### src/multi_purpose_pin_pkg.sv
// Operation
// - sixteen pins, each set by software as input or output
// - two banks of six byte registers, one bit per pin
// - pin interrupts ORed into one request for the uart 0 status
// - timer ownership of pin 0 overrides all pin configuration
// - enable bit per pin; output pins never interrupt
// - interrupts are edge sensed; inversion sets active polarity
// - reading the level register clears pending pin interrupts
// - level register sets driven value of output pins; resets to 0
// - level register read returns the state of input pins
// - tristate bit 1 floats the output; 0 drives the level
// - invert bit 1 inverts the input; resets to 0
// - direction bit 1 is input, 0 output; all reset to input
// - open drain bit makes output open drain; no effect on inputs
// - timer on pin 0 forces it to output, idling high
package multi_purpose_pin_pkg;

   localparam int NUM_PINS = 16;
   localparam int BANK_W = 8;
   localparam int NUM_BANKS = 2;
   localparam int ADDR_W = 8;
   localparam int DATA_W = 32;
   localparam int EDGE_WARM_CYCLES = 3;

   // -----------------------------------------------
   // register map, byte addresses
   // -----------------------------------------------
   localparam logic [ADDR_W-1:0] OFF_INT_EN = 8'h00;
   localparam logic [ADDR_W-1:0] OFF_LEVEL = 8'h04;
   localparam logic [ADDR_W-1:0] OFF_TRI = 8'h08;
   localparam logic [ADDR_W-1:0] OFF_INV = 8'h0C;
   localparam logic [ADDR_W-1:0] OFF_DIR = 8'h10;
   localparam logic [ADDR_W-1:0] OFF_OD = 8'h14;
   localparam logic [ADDR_W-1:0] OFF_BANK1 = 8'h20;
   localparam logic [ADDR_W-1:0] OFF_EVT_STATUS = 8'h40;
   localparam logic [ADDR_W-1:0] OFF_EVT_MASK = 8'h44;

   localparam logic [BANK_W-1:0] RST_INT_EN = 8'h00;
   localparam logic [BANK_W-1:0] RST_LEVEL = 8'h00;
   localparam logic [BANK_W-1:0] RST_TRI = 8'h00;
   localparam logic [BANK_W-1:0] RST_INV = 8'h00;
   localparam logic [BANK_W-1:0] RST_DIR = 8'hFF;
   localparam logic [BANK_W-1:0] RST_OD = 8'h00;

   localparam logic [1:0] RESP_OKAY = 2'h0;
   localparam logic [1:0] RESP_SLVERR = 2'h2;

   // -----------------------------------------------
   // carriers
   // -----------------------------------------------
   typedef struct packed {
      logic [BANK_W-1:0] int_en;
      logic [BANK_W-1:0] level;
      logic [BANK_W-1:0] tristate;
      logic [BANK_W-1:0] invert;
      logic [BANK_W-1:0] dir;
      logic [BANK_W-1:0] od;
   } pin_bank_t;

   localparam pin_bank_t BANK_RST = '{int_en: RST_INT_EN, level: RST_LEVEL,
      tristate: RST_TRI, invert: RST_INV, dir: RST_DIR, od: RST_OD};

   typedef struct packed {
      logic awvalid;
      logic [ADDR_W-1:0] awaddr;
      logic wvalid;
      logic [DATA_W-1:0] wdata;
      logic [3:0] wstrb;
      logic bready;
      logic arvalid;
      logic [ADDR_W-1:0] araddr;
      logic rready;
   } axil_req_t;

   typedef struct packed {
      logic awready;
      logic wready;
      logic bvalid;
      logic [1:0] bresp;
      logic arready;
      logic rvalid;
      logic [DATA_W-1:0] rdata;
      logic [1:0] rresp;
   } axil_rsp_t;

endpackage

### src/multi_purpose_pin_edge_sense.sv
`timescale 1ns/1ps
module multi_purpose_pin_edge_sense #(
   parameter int WIDTH = multi_purpose_pin_pkg::NUM_PINS
)
(
   input wire logic mclk,
   input wire logic rst_n,
   input wire logic [WIDTH-1:0] pin_in,
   input wire logic [WIDTH-1:0] invert,
   output logic [WIDTH-1:0] level_o,
   output logic [WIDTH-1:0] rise_o
);
   import multi_purpose_pin_pkg::*;

   typedef struct packed {
      logic [WIDTH-1:0] meta;
      logic [WIDTH-1:0] sync;
      logic [WIDTH-1:0] prev;
      logic [EDGE_WARM_CYCLES-1:0] warm;
   } edge_state_t;

   edge_state_t s_ff;
   edge_state_t nxt_s;

   // -----------------------------------------------
   // state
   // -----------------------------------------------
   always_comb
   begin
      nxt_s.meta = pin_in;
      nxt_s.sync = s_ff.meta;
      nxt_s.prev = level_o;
      nxt_s.warm = {s_ff.warm[EDGE_WARM_CYCLES-2:0], 1'b1};
   end

   always_ff @(posedge mclk or negedge rst_n)
   begin
      if (!rst_n)
         s_ff <= '0;
      else
         s_ff <= nxt_s;
   end

   // no edges until the chain holds real samples, else reset fakes one
   for (genvar i = 0; i < WIDTH; i++)
   begin : g_bit
      assign level_o[i] = s_ff.sync[i] ^ invert[i];
      assign rise_o[i] = level_o[i] & ~s_ff.prev[i] & s_ff.warm[EDGE_WARM_CYCLES-1];
   end
endmodule

### src/multi_purpose_pin_port.sv
`timescale 1ns/1ps
module multi_purpose_pin_port
(
   input wire logic mclk,
   input wire logic rst_n,
   input wire multi_purpose_pin_pkg::axil_req_t axi_req,
   output multi_purpose_pin_pkg::axil_rsp_t axi_rsp,
   input wire logic [multi_purpose_pin_pkg::NUM_PINS-1:0] pin_in,
   output logic [multi_purpose_pin_pkg::NUM_PINS-1:0] pin_out,
   output logic [multi_purpose_pin_pkg::NUM_PINS-1:0] pin_oe_n,
   input wire logic timer_route,
   input wire logic timer_out,
   output logic pin_int_req,
   output logic irq
);
   import multi_purpose_pin_pkg::*;

   typedef struct packed {
      pin_bank_t [NUM_BANKS-1:0] bank;
      logic [NUM_PINS-1:0] pending;
      logic [NUM_PINS-1:0] evt_status;
      logic [NUM_PINS-1:0] evt_mask;
      logic aw_held;
      logic [ADDR_W-1:0] aw_addr;
      logic w_held;
      logic [DATA_W-1:0] w_data;
      logic [3:0] w_strb;
      logic bvalid;
      logic [1:0] bresp;
      logic rvalid;
      logic [DATA_W-1:0] rdata;
      logic [1:0] rresp;
      logic [NUM_PINS-1:0] pin_out;
      logic [NUM_PINS-1:0] pin_oe_n;
      logic irq;
   } port_state_t;

   typedef struct packed {
      logic hit;
      logic bank;
      logic [ADDR_W-1:0] key;
   } addr_dec_t;

   logic [1:0] rst_sync_ff;
   logic rst_core_n;
   port_state_t s_ff;
   port_state_t nxt_s;
   logic [NUM_PINS-1:0] cfg_int_en;
   logic [NUM_PINS-1:0] cfg_level;
   logic [NUM_PINS-1:0] cfg_tri;
   logic [NUM_PINS-1:0] cfg_inv;
   logic [NUM_PINS-1:0] cfg_dir;
   logic [NUM_PINS-1:0] cfg_od;
   logic [NUM_PINS-1:0] route_mask;
   logic [NUM_PINS-1:0] dir_eff;
   logic [NUM_PINS-1:0] in_level;
   logic [NUM_PINS-1:0] in_rise;
   logic [NUM_PINS-1:0] pin_evt;
   logic [NUM_PINS-1:0] drv_out;
   logic [NUM_PINS-1:0] drv_oe_n;
   logic [NUM_PINS-1:0] rd_level;
   logic [NUM_PINS-1:0] plain_mask;
   logic [NUM_PINS-1:0] rel_mask;
   logic [NUM_PINS-1:0] rd_word;
   logic [BANK_W-1:0] rd_lvl_sel;
   pin_bank_t rd_bank;
   addr_dec_t rdec;
   addr_dec_t wdec;
   logic do_write;
   logic ar_take;
   logic clr_pending;
   logic clr_status;

   // -----------------------------------------------
   // reset release
   // -----------------------------------------------
   always_ff @(posedge mclk or negedge rst_n)
   begin
      if (!rst_n)
         rst_sync_ff <= 2'b00;
      else
         rst_sync_ff <= {rst_sync_ff[0], 1'b1};
   end

   assign rst_core_n = rst_sync_ff[1];

   // -----------------------------------------------
   // address decode
   // -----------------------------------------------
   // both banks share one layout; the bank bit is stripped to form the key
   function automatic addr_dec_t decode(input logic [ADDR_W-1:0] a);
      addr_dec_t d;
      logic [ADDR_W-1:0] w;
      w = {a[ADDR_W-1:2], 2'b00};
      d.bank = 1'b0;
      d.key = w;
      d.hit = (w == OFF_EVT_STATUS) || (w == OFF_EVT_MASK);
      if (w < OFF_EVT_STATUS)
      begin
         d.bank = |(w & OFF_BANK1);
         d.key = w & ~OFF_BANK1;
         d.hit = (d.key <= OFF_OD);
      end
      return d;
   endfunction

   assign rdec = decode(axi_req.araddr);
   assign wdec = decode(s_ff.aw_addr);

   // -----------------------------------------------
   // pin configuration view
   // -----------------------------------------------
   for (genvar b = 0; b < NUM_BANKS; b++)
   begin : g_bank
      assign cfg_int_en[b*BANK_W +: BANK_W] = s_ff.bank[b].int_en;
      assign cfg_level[b*BANK_W +: BANK_W] = s_ff.bank[b].level;
      assign cfg_tri[b*BANK_W +: BANK_W] = s_ff.bank[b].tristate;
      assign cfg_inv[b*BANK_W +: BANK_W] = s_ff.bank[b].invert;
      assign cfg_dir[b*BANK_W +: BANK_W] = s_ff.bank[b].dir;
      assign cfg_od[b*BANK_W +: BANK_W] = s_ff.bank[b].od;
   end

   // timer owns pin 0 as an output while routed; the registers keep their values
   assign route_mask = {{(NUM_PINS-1){1'b0}}, timer_route};
   assign dir_eff = cfg_dir & ~route_mask;

   multi_purpose_pin_edge_sense #(
      .WIDTH(NUM_PINS)
   ) u_edge (
      .mclk(mclk),
      .rst_n(rst_core_n),
      .pin_in(pin_in),
      .invert(cfg_inv),
      .level_o(in_level),
      .rise_o(in_rise)
   );

   assign pin_evt = in_rise & cfg_int_en & dir_eff;

   // -----------------------------------------------
   // pin drivers
   // -----------------------------------------------
   for (genvar i = 0; i < NUM_PINS; i++)
   begin : g_pin
      // open drain only ever pulls low; a high level releases the pin
      assign drv_out[i] = route_mask[i] ? timer_out : (~cfg_od[i] & cfg_level[i]);
      assign drv_oe_n[i] = ~route_mask[i] &
         (cfg_dir[i] | cfg_tri[i] | (cfg_od[i] & cfg_level[i]));
      assign rd_level[i] = dir_eff[i] ? in_level[i] :
         (route_mask[i] ? timer_out : cfg_level[i]);
      assign plain_mask[i] = ~route_mask[i] & ~cfg_dir[i] & ~cfg_tri[i] & ~cfg_od[i];
      assign rel_mask[i] = ~route_mask[i] & (cfg_dir[i] | cfg_tri[i] | (cfg_od[i] & cfg_level[i]));
   end

   // -----------------------------------------------
   // read mux
   // -----------------------------------------------
   assign rd_lvl_sel = rd_level[rdec.bank*BANK_W +: BANK_W];

   always_comb
   begin
      rd_word = '0;
      rd_bank = s_ff.bank[rdec.bank];
      case (rdec.key)
         OFF_INT_EN: rd_word[BANK_W-1:0] = rd_bank.int_en;
         OFF_LEVEL: rd_word[BANK_W-1:0] = rd_lvl_sel;
         OFF_TRI: rd_word[BANK_W-1:0] = rd_bank.tristate;
         OFF_INV: rd_word[BANK_W-1:0] = rd_bank.invert;
         OFF_DIR: rd_word[BANK_W-1:0] = rd_bank.dir;
         OFF_OD: rd_word[BANK_W-1:0] = rd_bank.od;
         OFF_EVT_STATUS: rd_word = s_ff.evt_status;
         OFF_EVT_MASK: rd_word = s_ff.evt_mask;
         default: rd_word = '0;
      endcase
   end

   // -----------------------------------------------
   // next state
   // -----------------------------------------------
   always_comb
   begin
      nxt_s = s_ff;
      do_write = s_ff.aw_held && s_ff.w_held && !s_ff.bvalid;
      ar_take = axi_req.arvalid && !s_ff.rvalid;
      clr_pending = 1'b0;
      clr_status = 1'b0;

      // address and data are parked independently, in either order
      if (axi_req.awvalid && !s_ff.aw_held)
      begin
         nxt_s.aw_held = 1'b1;
         nxt_s.aw_addr = axi_req.awaddr;
      end
      if (axi_req.wvalid && !s_ff.w_held)
      begin
         nxt_s.w_held = 1'b1;
         nxt_s.w_data = axi_req.wdata;
         nxt_s.w_strb = axi_req.wstrb;
      end
      if (s_ff.bvalid && axi_req.bready)
         nxt_s.bvalid = 1'b0;

      if (do_write)
      begin
         nxt_s.aw_held = 1'b0;
         nxt_s.w_held = 1'b0;
         nxt_s.bvalid = 1'b1;
         nxt_s.bresp = wdec.hit ? RESP_OKAY : RESP_SLVERR;
         if (wdec.hit && s_ff.w_strb[0])
         begin
            case (wdec.key)
               OFF_INT_EN: nxt_s.bank[wdec.bank].int_en = s_ff.w_data[BANK_W-1:0];
               OFF_LEVEL: nxt_s.bank[wdec.bank].level = s_ff.w_data[BANK_W-1:0];
               OFF_TRI: nxt_s.bank[wdec.bank].tristate = s_ff.w_data[BANK_W-1:0];
               OFF_INV: nxt_s.bank[wdec.bank].invert = s_ff.w_data[BANK_W-1:0];
               OFF_DIR: nxt_s.bank[wdec.bank].dir = s_ff.w_data[BANK_W-1:0];
               OFF_OD: nxt_s.bank[wdec.bank].od = s_ff.w_data[BANK_W-1:0];
               OFF_EVT_MASK: nxt_s.evt_mask[BANK_W-1:0] = s_ff.w_data[BANK_W-1:0];
               default: nxt_s.evt_mask = s_ff.evt_mask;
            endcase
         end
         if (wdec.hit && s_ff.w_strb[1] && wdec.key == OFF_EVT_MASK)
            nxt_s.evt_mask[NUM_PINS-1:BANK_W] = s_ff.w_data[NUM_PINS-1:BANK_W];
      end

      if (s_ff.rvalid && axi_req.rready)
         nxt_s.rvalid = 1'b0;
      if (ar_take)
      begin
         nxt_s.rvalid = 1'b1;
         nxt_s.rdata = {{(DATA_W-NUM_PINS){1'b0}}, rd_word};
         nxt_s.rresp = rdec.hit ? RESP_OKAY : RESP_SLVERR;
         clr_pending = rdec.hit && (rdec.key == OFF_LEVEL);
         clr_status = rdec.hit && (rdec.key == OFF_EVT_STATUS);
      end

      // a new edge in the clearing cycle survives the clear
      nxt_s.pending = (s_ff.pending & ~{NUM_PINS{clr_pending}}) | pin_evt;
      nxt_s.evt_status = (s_ff.evt_status & ~{NUM_PINS{clr_status}}) | pin_evt;
      nxt_s.irq = |(nxt_s.evt_status & s_ff.evt_mask);
      nxt_s.pin_out = drv_out;
      nxt_s.pin_oe_n = drv_oe_n;
   end

   always_ff @(posedge mclk or negedge rst_core_n)
   begin
      if (!rst_core_n)
      begin
         s_ff <= '0;
         s_ff.bank <= {NUM_BANKS{BANK_RST}};
         s_ff.pin_oe_n <= '1;
      end
      else
      begin
         s_ff <= nxt_s;
      end
   end

   // -----------------------------------------------
   // outputs
   // -----------------------------------------------
   assign axi_rsp.awready = !s_ff.aw_held;
   assign axi_rsp.wready = !s_ff.w_held;
   assign axi_rsp.bvalid = s_ff.bvalid;
   assign axi_rsp.bresp = s_ff.bresp;
   assign axi_rsp.arready = !s_ff.rvalid;
   assign axi_rsp.rvalid = s_ff.rvalid;
   assign axi_rsp.rdata = s_ff.rdata;
   assign axi_rsp.rresp = s_ff.rresp;
   assign pin_out = s_ff.pin_out;
   assign pin_oe_n = s_ff.pin_oe_n;
   assign pin_int_req = |s_ff.pending;
   assign irq = s_ff.irq;
endmodule

### config.mk
export PLATFORM = sky130hd
export DESIGN_NAME = multi_purpose_pin_port
export DESIGN_NICKNAME = d
export VERILOG_FILES = /design/src/multi_purpose_pin_pkg.sv /design/src/multi_purpose_pin_edge_sense.sv /design/src/multi_purpose_pin_port.sv
export SDC_FILE = /design/constraint.sdc
export NUM_CORES = 1
export LEC_CHECK = 0
export ABC_CLOCK_PERIOD_IN_PS = 15100
export BUFFER_PORTS_ARGS = -buffer_cell sky130_fd_sc_hd__buf_4
export CAP_MARGIN = 40
export CORE_ASPECT_RATIO = 0.6
export CORE_UTILIZATION = 45
export DETAILED_ROUTE_END_ITERATION = 6
export SLEW_MARGIN = 40
export SYNTH_ARGS = -nofsm -noshare
export SYNTH_HDL_FRONTEND = slang
export SYNTH_SLANG_ARGS = --single-unit
### constraint.sdc
create_clock -name mclk -period 15.1 [get_ports mclk]
set_input_delay 0.755 -clock mclk [delete_from_list [all_inputs] [get_ports mclk]]
set_output_delay 0.755 -clock mclk [all_outputs]
set_load 0.05 [all_outputs]
==> results of run 1 <==
==> per-layer routing <==
layer  up-vias  GRT usage (%)
met2       208           32.2
met1      3844           35.4
met4         0           4.35
li1       3324              -
met3        34           5.98
met5         -              0
==> report_power, final <==
group | internal, W | switching, W | leakage, nW | total (W)
registers | 0.000963 | 0.000230 | 3.52 | 0.00119
clock network | 0.000371 | 0.000278 | 0.411 | 0.000649
logic | 0.000287 | 0.000313 | 2.69 | 0.000600
==> metrics by stage <==
stage               hold slack (ns)  utilization [%]
CTS                           0.294             52.9
global route                  0.290             52.9
global placement              0.332             49.3
floorplan                     0.331                -
detailed placement            0.324             49.6
finish                        0.302             52.9
==> placed cells by master (no fill, tap or decap), types with 12 or more instances in the layout <==
cell	n
dfstp_2	32
nor2_1	40
o21ai_0	17
mux2i_1	18
conb_1	20
dfrtp_1	243
clkbuf_16	27
nor2b_1	18
a21o_1	32
mux2_2	128
inv_1	22
a211o_1	16
xnor2_1	16
nand2_1	32
a22o_1	16
nand4b_1	17
mux4_2	12
a21oi_1	30
buf_4	119
==> worst min-delay path by stage <==
| stage | startpoint | end | slack (ns) |
|---|---|---|---|
| CTS | pin_in[5] | u_edge.nxt_s[24] | 0.29 |
| floorplan | rst_sync_ff[0] | rst_sync_ff[1] | 0.33 |
| finish | rst_sync_ff[1] | pin_out[3] | 0.30 |
| global route | pin_in[13] | u_edge.nxt_s[32] | 0.29 |
| detailed placement | rst_sync_ff[1] | pin_out[3] | 0.32 |
| global placement | u_edge.nxt_s[1] | u_edge.nxt_s[2] | 0.33 |
==> logic make-up (layout without fill, tap and decap cells) <==
| family | count (synthesis) | after routing | share of synthesized area [%] |
|---|---|---|---|
| and+or+nand+nor | 162 | 162 | 8.29 |
| other | 2 | 20 | 0.0630 |
| DFF | 276 | 276 | 58.3 |
| muxes | 158 | 158 | 15.9 |
| AOI/OAI and AO/OA | 167 | 167 | 9.98 |
| buffers and inverters | 128 | 193 | 6.36 |
| xor gates and xnor gates | 16 | 16 | 1.18 |
==> worst max-delay path, cell delays in order (launching register included) <==
cell	delay, ns
dfrtp_4	0.75
buf_6	0.61
buf_4	0.64
buf_6	0.66
==> final cells by class <==
| type | count | area share, % |
|---|---|---|
| Sequential cell | 276 | 51.2 |
| Multi-Input combinational cell | 523 | 31.8 |
| Timing Repair Buffer | 123 | 6.97 |
| Clock buffer | 43 | 5.79 |
| Tap cell | 352 | 3.24 |
| Inverter | 22 | 0.608 |
| Clock inverter | 5 | 0.369 |
==> results.cfg, run 1 <==
[clocking]
cts_resized = 0
cts.sink_count = 276
cts_tree = done
clk_path_buf_depth = 3
cts_root_buf = clkbuf_16
h-tree-depth = 1
path_clk_slew_ns = 0.06
clock_latency_ns = 0.54
post_cts_buffers = 0
cts.hold.buffers_added = 1
numCtsBuffers = 26

[pwr]
p_leak_nw = 6.62
finalPower_w = 0.00244
ir_drop_mv = 0.101
p_per_area_nw_per_um2 = 180

[sta]
rsz0062_at_grt = no
skew_ns = 0.00942
tns_ns = 0
maxSlewViolCount = 0
worst_slack_ns = 12.44
finalHoldViolCount = 0
fin_crit_sh_pct = 17.6
worst_pin_slew_ns = 0.813
slew_headroom_pct = 45.7
setup_viol = 0
max_freq_mhz = 376
period_needed_ns = 2.66

[die]
rows = 45
dieArea_sq_um = 27200
dieWidth_um = 212
die-height_um = 128
core_sq_um = 25700
start_util_pct = 46.4
pin_count = 152

[worst_setup_path]
r2r_start = rst_sync_ff[1]
criticalPathCategory = reg2async
required_ns = 15.70
rr_worst_depth = 3
cp_max_fo = 81
arrival_ns = 3.25
crit_path_start = rst_sync_ff[1]
reg2reg_slack_ns = 12.44
startpoint_type = register
setup.worst_path.end_class = asynchronous set/reset pin

[routing]
wl_met3_um = 1990
vias_per_cell = 5.51
dr.first_iter.drc_count = 472
routed.top_layer = met4
dr_total_vias = 7410
drt_first_pass_iters = 5
drc_errors = 0
wirelength_um = 29800
wire_per_inst_um = 22.2
ant_nets = 0
wl_met2_um = 12600
m1WireLength_um = 14700

[synthesis]
synth_common_cells = dfrtp_1, mux2_2, buf_4
synth_seq_cells = 276
ys_warn_count = 0
synth_top_area_cell = dfrtp_1
synth_most_common_cell = dfrtp_1
syn_area_per_cell_sq_um = 13.1
netlist_top_cells_area = dfrtp_1, mux2_2, dfstp_2
async_flop_share_pct = 100
netlist-cell-type-count = 61
yosysTopAreaCellShare_pct = 51.2
ys_seq_area_share_pct = 58.3
syn_inst = 909
syn_area_sq_um = 11900
ys.flop_type = dfrtp_1
synth_edf_count = 0

[cells_and_area]
multi_input_area_sq_um = 4320
fillerInstances = 2285
drive_above_1_share_pct = 36.0
regArea_sq_um = 6950
nNetsFinal = 1049
fin_cells = 1344
insertedDiodeCount = 0
postLayoutCellArea_sq_um = 13600
area_growth_pct = 13.9

[status]
outcome = complete, no violations

[placed_design]
placed_cells = 1294
hpwl_um = 20200
port_buffers = 111
placed_area_sq_um = 12700
dp_slack_ns = 12.04
place.gp.congestion = 0.869

[run]
cap_violations = 0

[global_routing]
first_global_vias = 7390
grt_start_max_net_pins = 82
antenna_found_initial = 0
grt_pass1_wl_um = 45900
track_usage_pct = 22.9
grt_overflow_total = 0

[min_path]
hp-class = reg2async
No activity file was read; power rests on OpenSTA's default activity.
==> run 2, diff against run 1 <==
Settings changed: ABC_AREA set to 1, ABC_CLOCK_PERIOD_IN_PS 15100 to 2700.
Clock period 15.1 ns to 2.7 ns, I/O delays scaled along.
==> run 2 against run 1 <==
  * Power grew to 4.5 times the previous value
  * Die area grew 9.5%
  * Cell area grew 13%
  * Sequential power grew to 4.1 times the previous value
  * Critical path type is now reg2reg
  * Largest cell class unchanged
==> results.cfg, run 2 <==
[sta]
setup_viol = 0
slew_headroom_pct = 55.5
worst_pin_slew_ns = 0.660
max_freq_mhz = 457
fin_crit_sh_pct = 81.0
period_needed_ns = 2.19
finalHoldViolCount = 0
maxSlewViolCount = 0
rsz0062_at_grt = no
skew_ns = 0.0163
tns_ns = 0

[min_path]
hp-class = in2reg
hp-start = axi_req[47]
hold_depth = 3
hold_path_end = s_ff[107]

[worst_setup_path]
setup.worst_path.end_class = register
critPathMaxStageDelay_ns = 0.43
arrival_ns = 2.60
path_buf_inv = 1
cpMaxStageDelayCell = dfrtp_1
rr_worst_depth = 10
criticalPathCategory = reg2reg
reg2reg_slack_ns = 0.51
crit_path_cell_trace = inv_1 -> nand2_1 -> nor3_1 -> nand2_1 -> nand2_1 -> nor2_4 -> nor2_8 -> nand2_2 -> nand2_1 -> o21ai_1
startpoint_type = register
crit_top_cell = nand2_1
r2r_start = s_ff[115]
crit_family = simple AND/OR/NAND/NOR gates
required_ns = 3.11
cp_max_fo = 16

[status]
outcome = complete, no violations

[cells_and_area]
final_cell_mix = nand2_1, dfrtp_1, buf_4
final_common_cell = nand2_1
fillerInstances = 2586
postLayoutCellArea_sq_um = 15300
multi_input_area_sq_um = 4820
drive_above_1_share_pct = 15.1
nNetsFinal = 1756
area_growth_pct = 17.1
regArea_sq_um = 6950

[synthesis]
ys_seq_area_share_pct = 53.2
syn_area_sq_um = 13100
netlist_top_cells_area = dfrtp_1, nand2_1, dfstp_2
netlist-cell-type-count = 39
syn_inst = 1568
synth_edf_count = 0
yosysTopAreaCellShare_pct = 46.7
synth_seq_cells = 276
async_flop_share_pct = 100
synth_common_cells = nand2_1, dfrtp_1, inv_1
synth_top_area_cell = dfrtp_1
syn_area_per_cell_sq_um = 8.33
synth_most_common_cell = nand2_1
ys.flop_type = dfrtp_1
ys_warn_count = 0

[clocking]
post_cts_buffers = 0
cts_root_buf = clkbuf_16
cts.sink_count = 276
h-tree-depth = 1
clk_path_buf_depth = 3
numCtsBuffers = 27
cts_resized = 0
path_clk_slew_ns = 0.06
clock_latency_ns = 0.55
cts_tree = done

[placed_design]
place.gp.congestion = 0.901
port_buffers = 111
hpwl_um = 27200
placed_area_sq_um = 14000

[routing]
dr_total_vias = 10900
wirelength_um = 37800
ant_nets = 0
vias_per_cell = 5.26
drt_first_pass_iters = 7
wire_per_inst_um = 18.3
drc_errors = 0
dr.first_iter.drc_count = 1173

[pwr]
p_leak_nw = 7.51
p_per_area_nw_per_um2 = 719
ir_drop_mv = 0.396

[die]
die-height_um = 134
rows = 47
core_sq_um = 28100
dieArea_sq_um = 29700
start_util_pct = 46.6
pin_count = 152
dieWidth_um = 222

[global_routing]
first_global_vias = 10300
grt_pass1_wl_um = 59100
track_usage_pct = 25.8
grt_overflow_total = 0
antenna_found_initial = 3
grt_start_max_net_pins = 85

[run]
cap_violations = 0
run 2: cell count changes after synthesis, sizes merged, moves of 48 or more:
cell / previous run / this run
nand3: 8 / 70
nand2: 36 / 448
nor2: 42 / 148
o211ai: 3 / 51
mux2: 128 / 1
inv: 22 / 147
a21oi: 30 / 92
o21ai: 17 / 128
run 2: what timing repair did:
action | in CTS | in global routing
hold endpoints to repair | 46 | 0
hold buffers | 46 | 0
endpoints found under the setup margin | 0 | 0
run 2: routing by layer:
metal	track usage (%)	share of wire, %
met4	5.36	1.7
met1	40.0	49
met3	6.42	9.3
met5	0	0
met2	36.0	40
run 2: worst register-to-register path, stage by stage (launching register included):
cell	delay, ns
dfrtp_1	0.43
inv_1	0.10
nand2_1	0.07
nor3_1	0.17
nand2_1	0.20
nand2_1	0.18
nor2_4	0.08
nor2_8	0.29
nand2_2	0.34
nand2_1	0.14
o21ai_1	0.07
run 2: power breakdown:
group	internal [W]	switching [W]	total (W)
Combinational	0.000675	0.00165	0.00233
Sequential	0.00463	0.000304	0.00493
Clock	0.00215	0.00160	0.00375
Total	0.00745	0.00355	0.0110
run 2: final cells by class:
cell class | count | area share, %
inverter | 148 | 3.63
tap | 367 | 3.00
antenna | 1 | 0.0164
timing repair buffer | 196 | 10.8
multi-input combinational | 1030 | 31.5
clock inverter | 6 | 0.524
clock buffer | 43 | 5.07
sequential | 276 | 45.4
run 2: stage by stage:
stage	setup slack (ns)	hold slack, ns	util (%)	std cells	power (W)
after global routing	0.316	0.0676	54.5	2066	0.0115
after CTS	0.522	0.0154	54.5	2066	0.0111
after detailed placement	0.537	-0.0797	49.8	1971	0.00725
final	0.512	0.0300	54.5	2067	0.0110
after floorplan	-0.0412	-0.161	-	1586	0.00657
after global placement	0.613	-0.0811	49.8	1971	0.00722
run 2: worst max-delay path by stage:
stage,depth (start not counted),endpoint,from,slack (ns)
after floorplan,0,asynchronous set/reset pin,rst_sync_ff[1],-0.04
after global placement,10,register,s_ff[115],0.61
after detailed placement,10,register,s_ff[115],0.54
after CTS,10,register,s_ff[115],0.52
after global routing,10,register,s_ff[115],0.32
final,10,register,s_ff[115],0.51
run 2: cells by family after synthesis:
family	Yosys count	share of synthesized area, %
other	2	0.0575
multiplexers	1	0.0862
AND/OR/NAND/NOR	718	23.5
flip-flops	276	53.2
XOR/XNOR	16	1.07
buffers and inverters	280	10.5
AO/OA/AOI/OAI	275	11.6
==> run 3, diff against run 2 <==
Settings changed: ABC_CLOCK_PERIOD_IN_PS 2700 to 2100.
Clock period 2.7 ns to 2.1 ns, I/O delays scaled along.
==> run 3 against run 2 <==
  * Non-clock buffer count up 33
  * Critical path depth down 7
  * Cell area grew 2.3%
  * Clock skew grew 0.0023 ns
  * Count of clock-buffer cells in the layout down 4
  * Die area stayed put
  * Core utilization increased by 1.3 points
  * Combinational power is 39% higher
  * Sequential share of layout area down 1.0 points
  * Via count up 1.0%
  * Sequential power is 29% higher
==> results.cfg, run 3 (synthesis gave the netlist of run 2 again) <==
[sta]
rsz0062_at_grt = no
period_needed_ns = 1.98
finalHoldViolCount = 0
slew_headroom_pct = 62.6
setup_viol = 0
skew_ns = 0.0187
fin_hold_ws_ns = 0.0390
maxSlewViolCount = 0
fin_crit_sh_pct = 94.4
max_freq_mhz = 505
worst_pin_slew_ns = 0.560

[cells_and_area]
regArea_sq_um = 6950
final_cell_mix = nand2_1, dfrtp_1, buf_4
multi_input_area_sq_um = 4840
fillerInstances = 2606
nNetsFinal = 1789
insertedDiodeCount = 0
area_growth_pct = 19.8
final_common_cell = nand2_1
postLayoutCellArea_sq_um = 15700
drive_above_1_share_pct = 16.8
utilization_pct = 55.8

[worst_setup_path]
arrival_ns = 1.88
setup.worst_path.end_class = primary output
required_ns = 2.00
crit_path_cell_trace = nor4_1 -> nand4_1 -> buf_4
criticalPathCategory = reg2out
startpoint_type = register
cp_max_fo = 2
critPathMaxStageDelay_ns = 0.48
cpMaxStageDelayCell = nor4_1
crit_path_start = s_ff[152]
r2r_start = s_ff[107]

[pwr]
p_leak_nw = 7.70
ir_drop_mv = 0.742
p_per_area_nw_per_um2 = 921

[clocking]
clk_path_buf_depth = 3
cts.sink_count = 276
clock_latency_ns = 0.55
numCtsBuffers = 27
cts_tree = done
path_clk_slew_ns = 0.06
cts_root_buf = clkbuf_16
h-tree-depth = 1

[min_path]
hp-class = in2reg
hp-start = axi_req[4]

[status]
outcome = complete, no violations

[die]
die-height_um = 134
dieWidth_um = 222
pin_count = 152
core_sq_um = 28100
dieArea_sq_um = 29700
start_util_pct = 46.6
rows = 47

[routing]
ant_nets = 0
wirelength_um = 38300
vias_per_cell = 5.24
dr_total_vias = 11000
drc_errors = 0
wire_per_inst_um = 18.3
dr.first_iter.drc_count = 1048
drt_first_pass_iters = 6

[global_routing]
grt_overflow_total = 0
grt_pass1_wl_um = 60400
grt_start_max_net_pins = 74
antenna_found_initial = 1
first_global_vias = 10300
track_usage_pct = 26.4

[run]
cap_violations = 0

[placed_design]
place.gp.congestion = 0.906
port_buffers = 111
hpwl_um = 28300
placed_area_sq_um = 14200
-- run 3: cell count changes in the layout (fill, tap and decap cells not counted), sizes merged --
cell and delta:
clkinv +1, inv +1, diode -1, clkbuf -4, buf +29, dlygate4sd3 +4
-- run 3: timing repair --
item / CTS / global route
resized for setup: 0 / 5
hold endpoints to repair: 47 / 0
setup endpoints to repair: 0 / 66
setup buffers: 0 / 3
hold buffers: 50 / 0
-- run 3: critical path: cells and delay by family (launching register included) --
family	cells	cell delay, ns
flip-flops	1	0.38
AND/OR/NAND/NOR	2	0.70
buffers and inverters	1	0.25
-- run 3: layer usage --
layer | routed length [um] | vias up | track usage [%]
li1 | - | 5221 | -
met3 | 3540 | 56 | 5.45
met4 | 699 | 0 | 5.59
met1 | 18800 | 5229 | 42.0
met5 | 0 | - | 0
met2 | 15300 | 487 | 36.4
-- run 3: worst paths after layout --
kind,slack (ns),to,cells after the start
min reg2reg,0.23,asynchronous set/reset pin,0
min in group asynchronous,0.23,asynchronous set/reset pin,0
max,0.12,pin_int_req,3
max reg2reg,0.12,s_ff[71],6
max in group asynchronous,1.12,asynchronous set/reset pin,1
min,0.04,axi_rsp[1],3
-- run 3: area by class of cell --
cell class,count,area share (%)
Timing Repair Buffer,229,12.7
Multi-Input combinational cell,1030,30.9
Inverter,148,3.55
Clock inverter,8,0.616
Tap cell,367,2.93
Sequential cell,276,44.4
Clock buffer,39,4.86
-- run 3: stage by stage --
stage | setup WS (ns) | TNS (ns) | power, W | cells
after floorplan | -0.641 | -156.24 | 0.00844 | 1586
after global placement | 0.121 | 0 | 0.00948 | 1997
after detailed placement | 0.102 | 0 | 0.00953 | 1997
after CTS | 0.0171 | 0 | 0.0145 | 2094
after global routing | 0.00409 | 0 | 0.0151 | 2097
final | 0.118 | 0 | 0.0144 | 2097
-- run 3: power breakdown --
part	total [W]	internal (W)	leakage (nW)	switching, W
Combinational	0.00323	0.00103	3.99	0.00220
Clock	0.00483	0.00275	0.425	0.00207
Sequential	0.00636	0.00595	3.29	0.000408
Total	0.0144	0.00973	7.70	0.00468
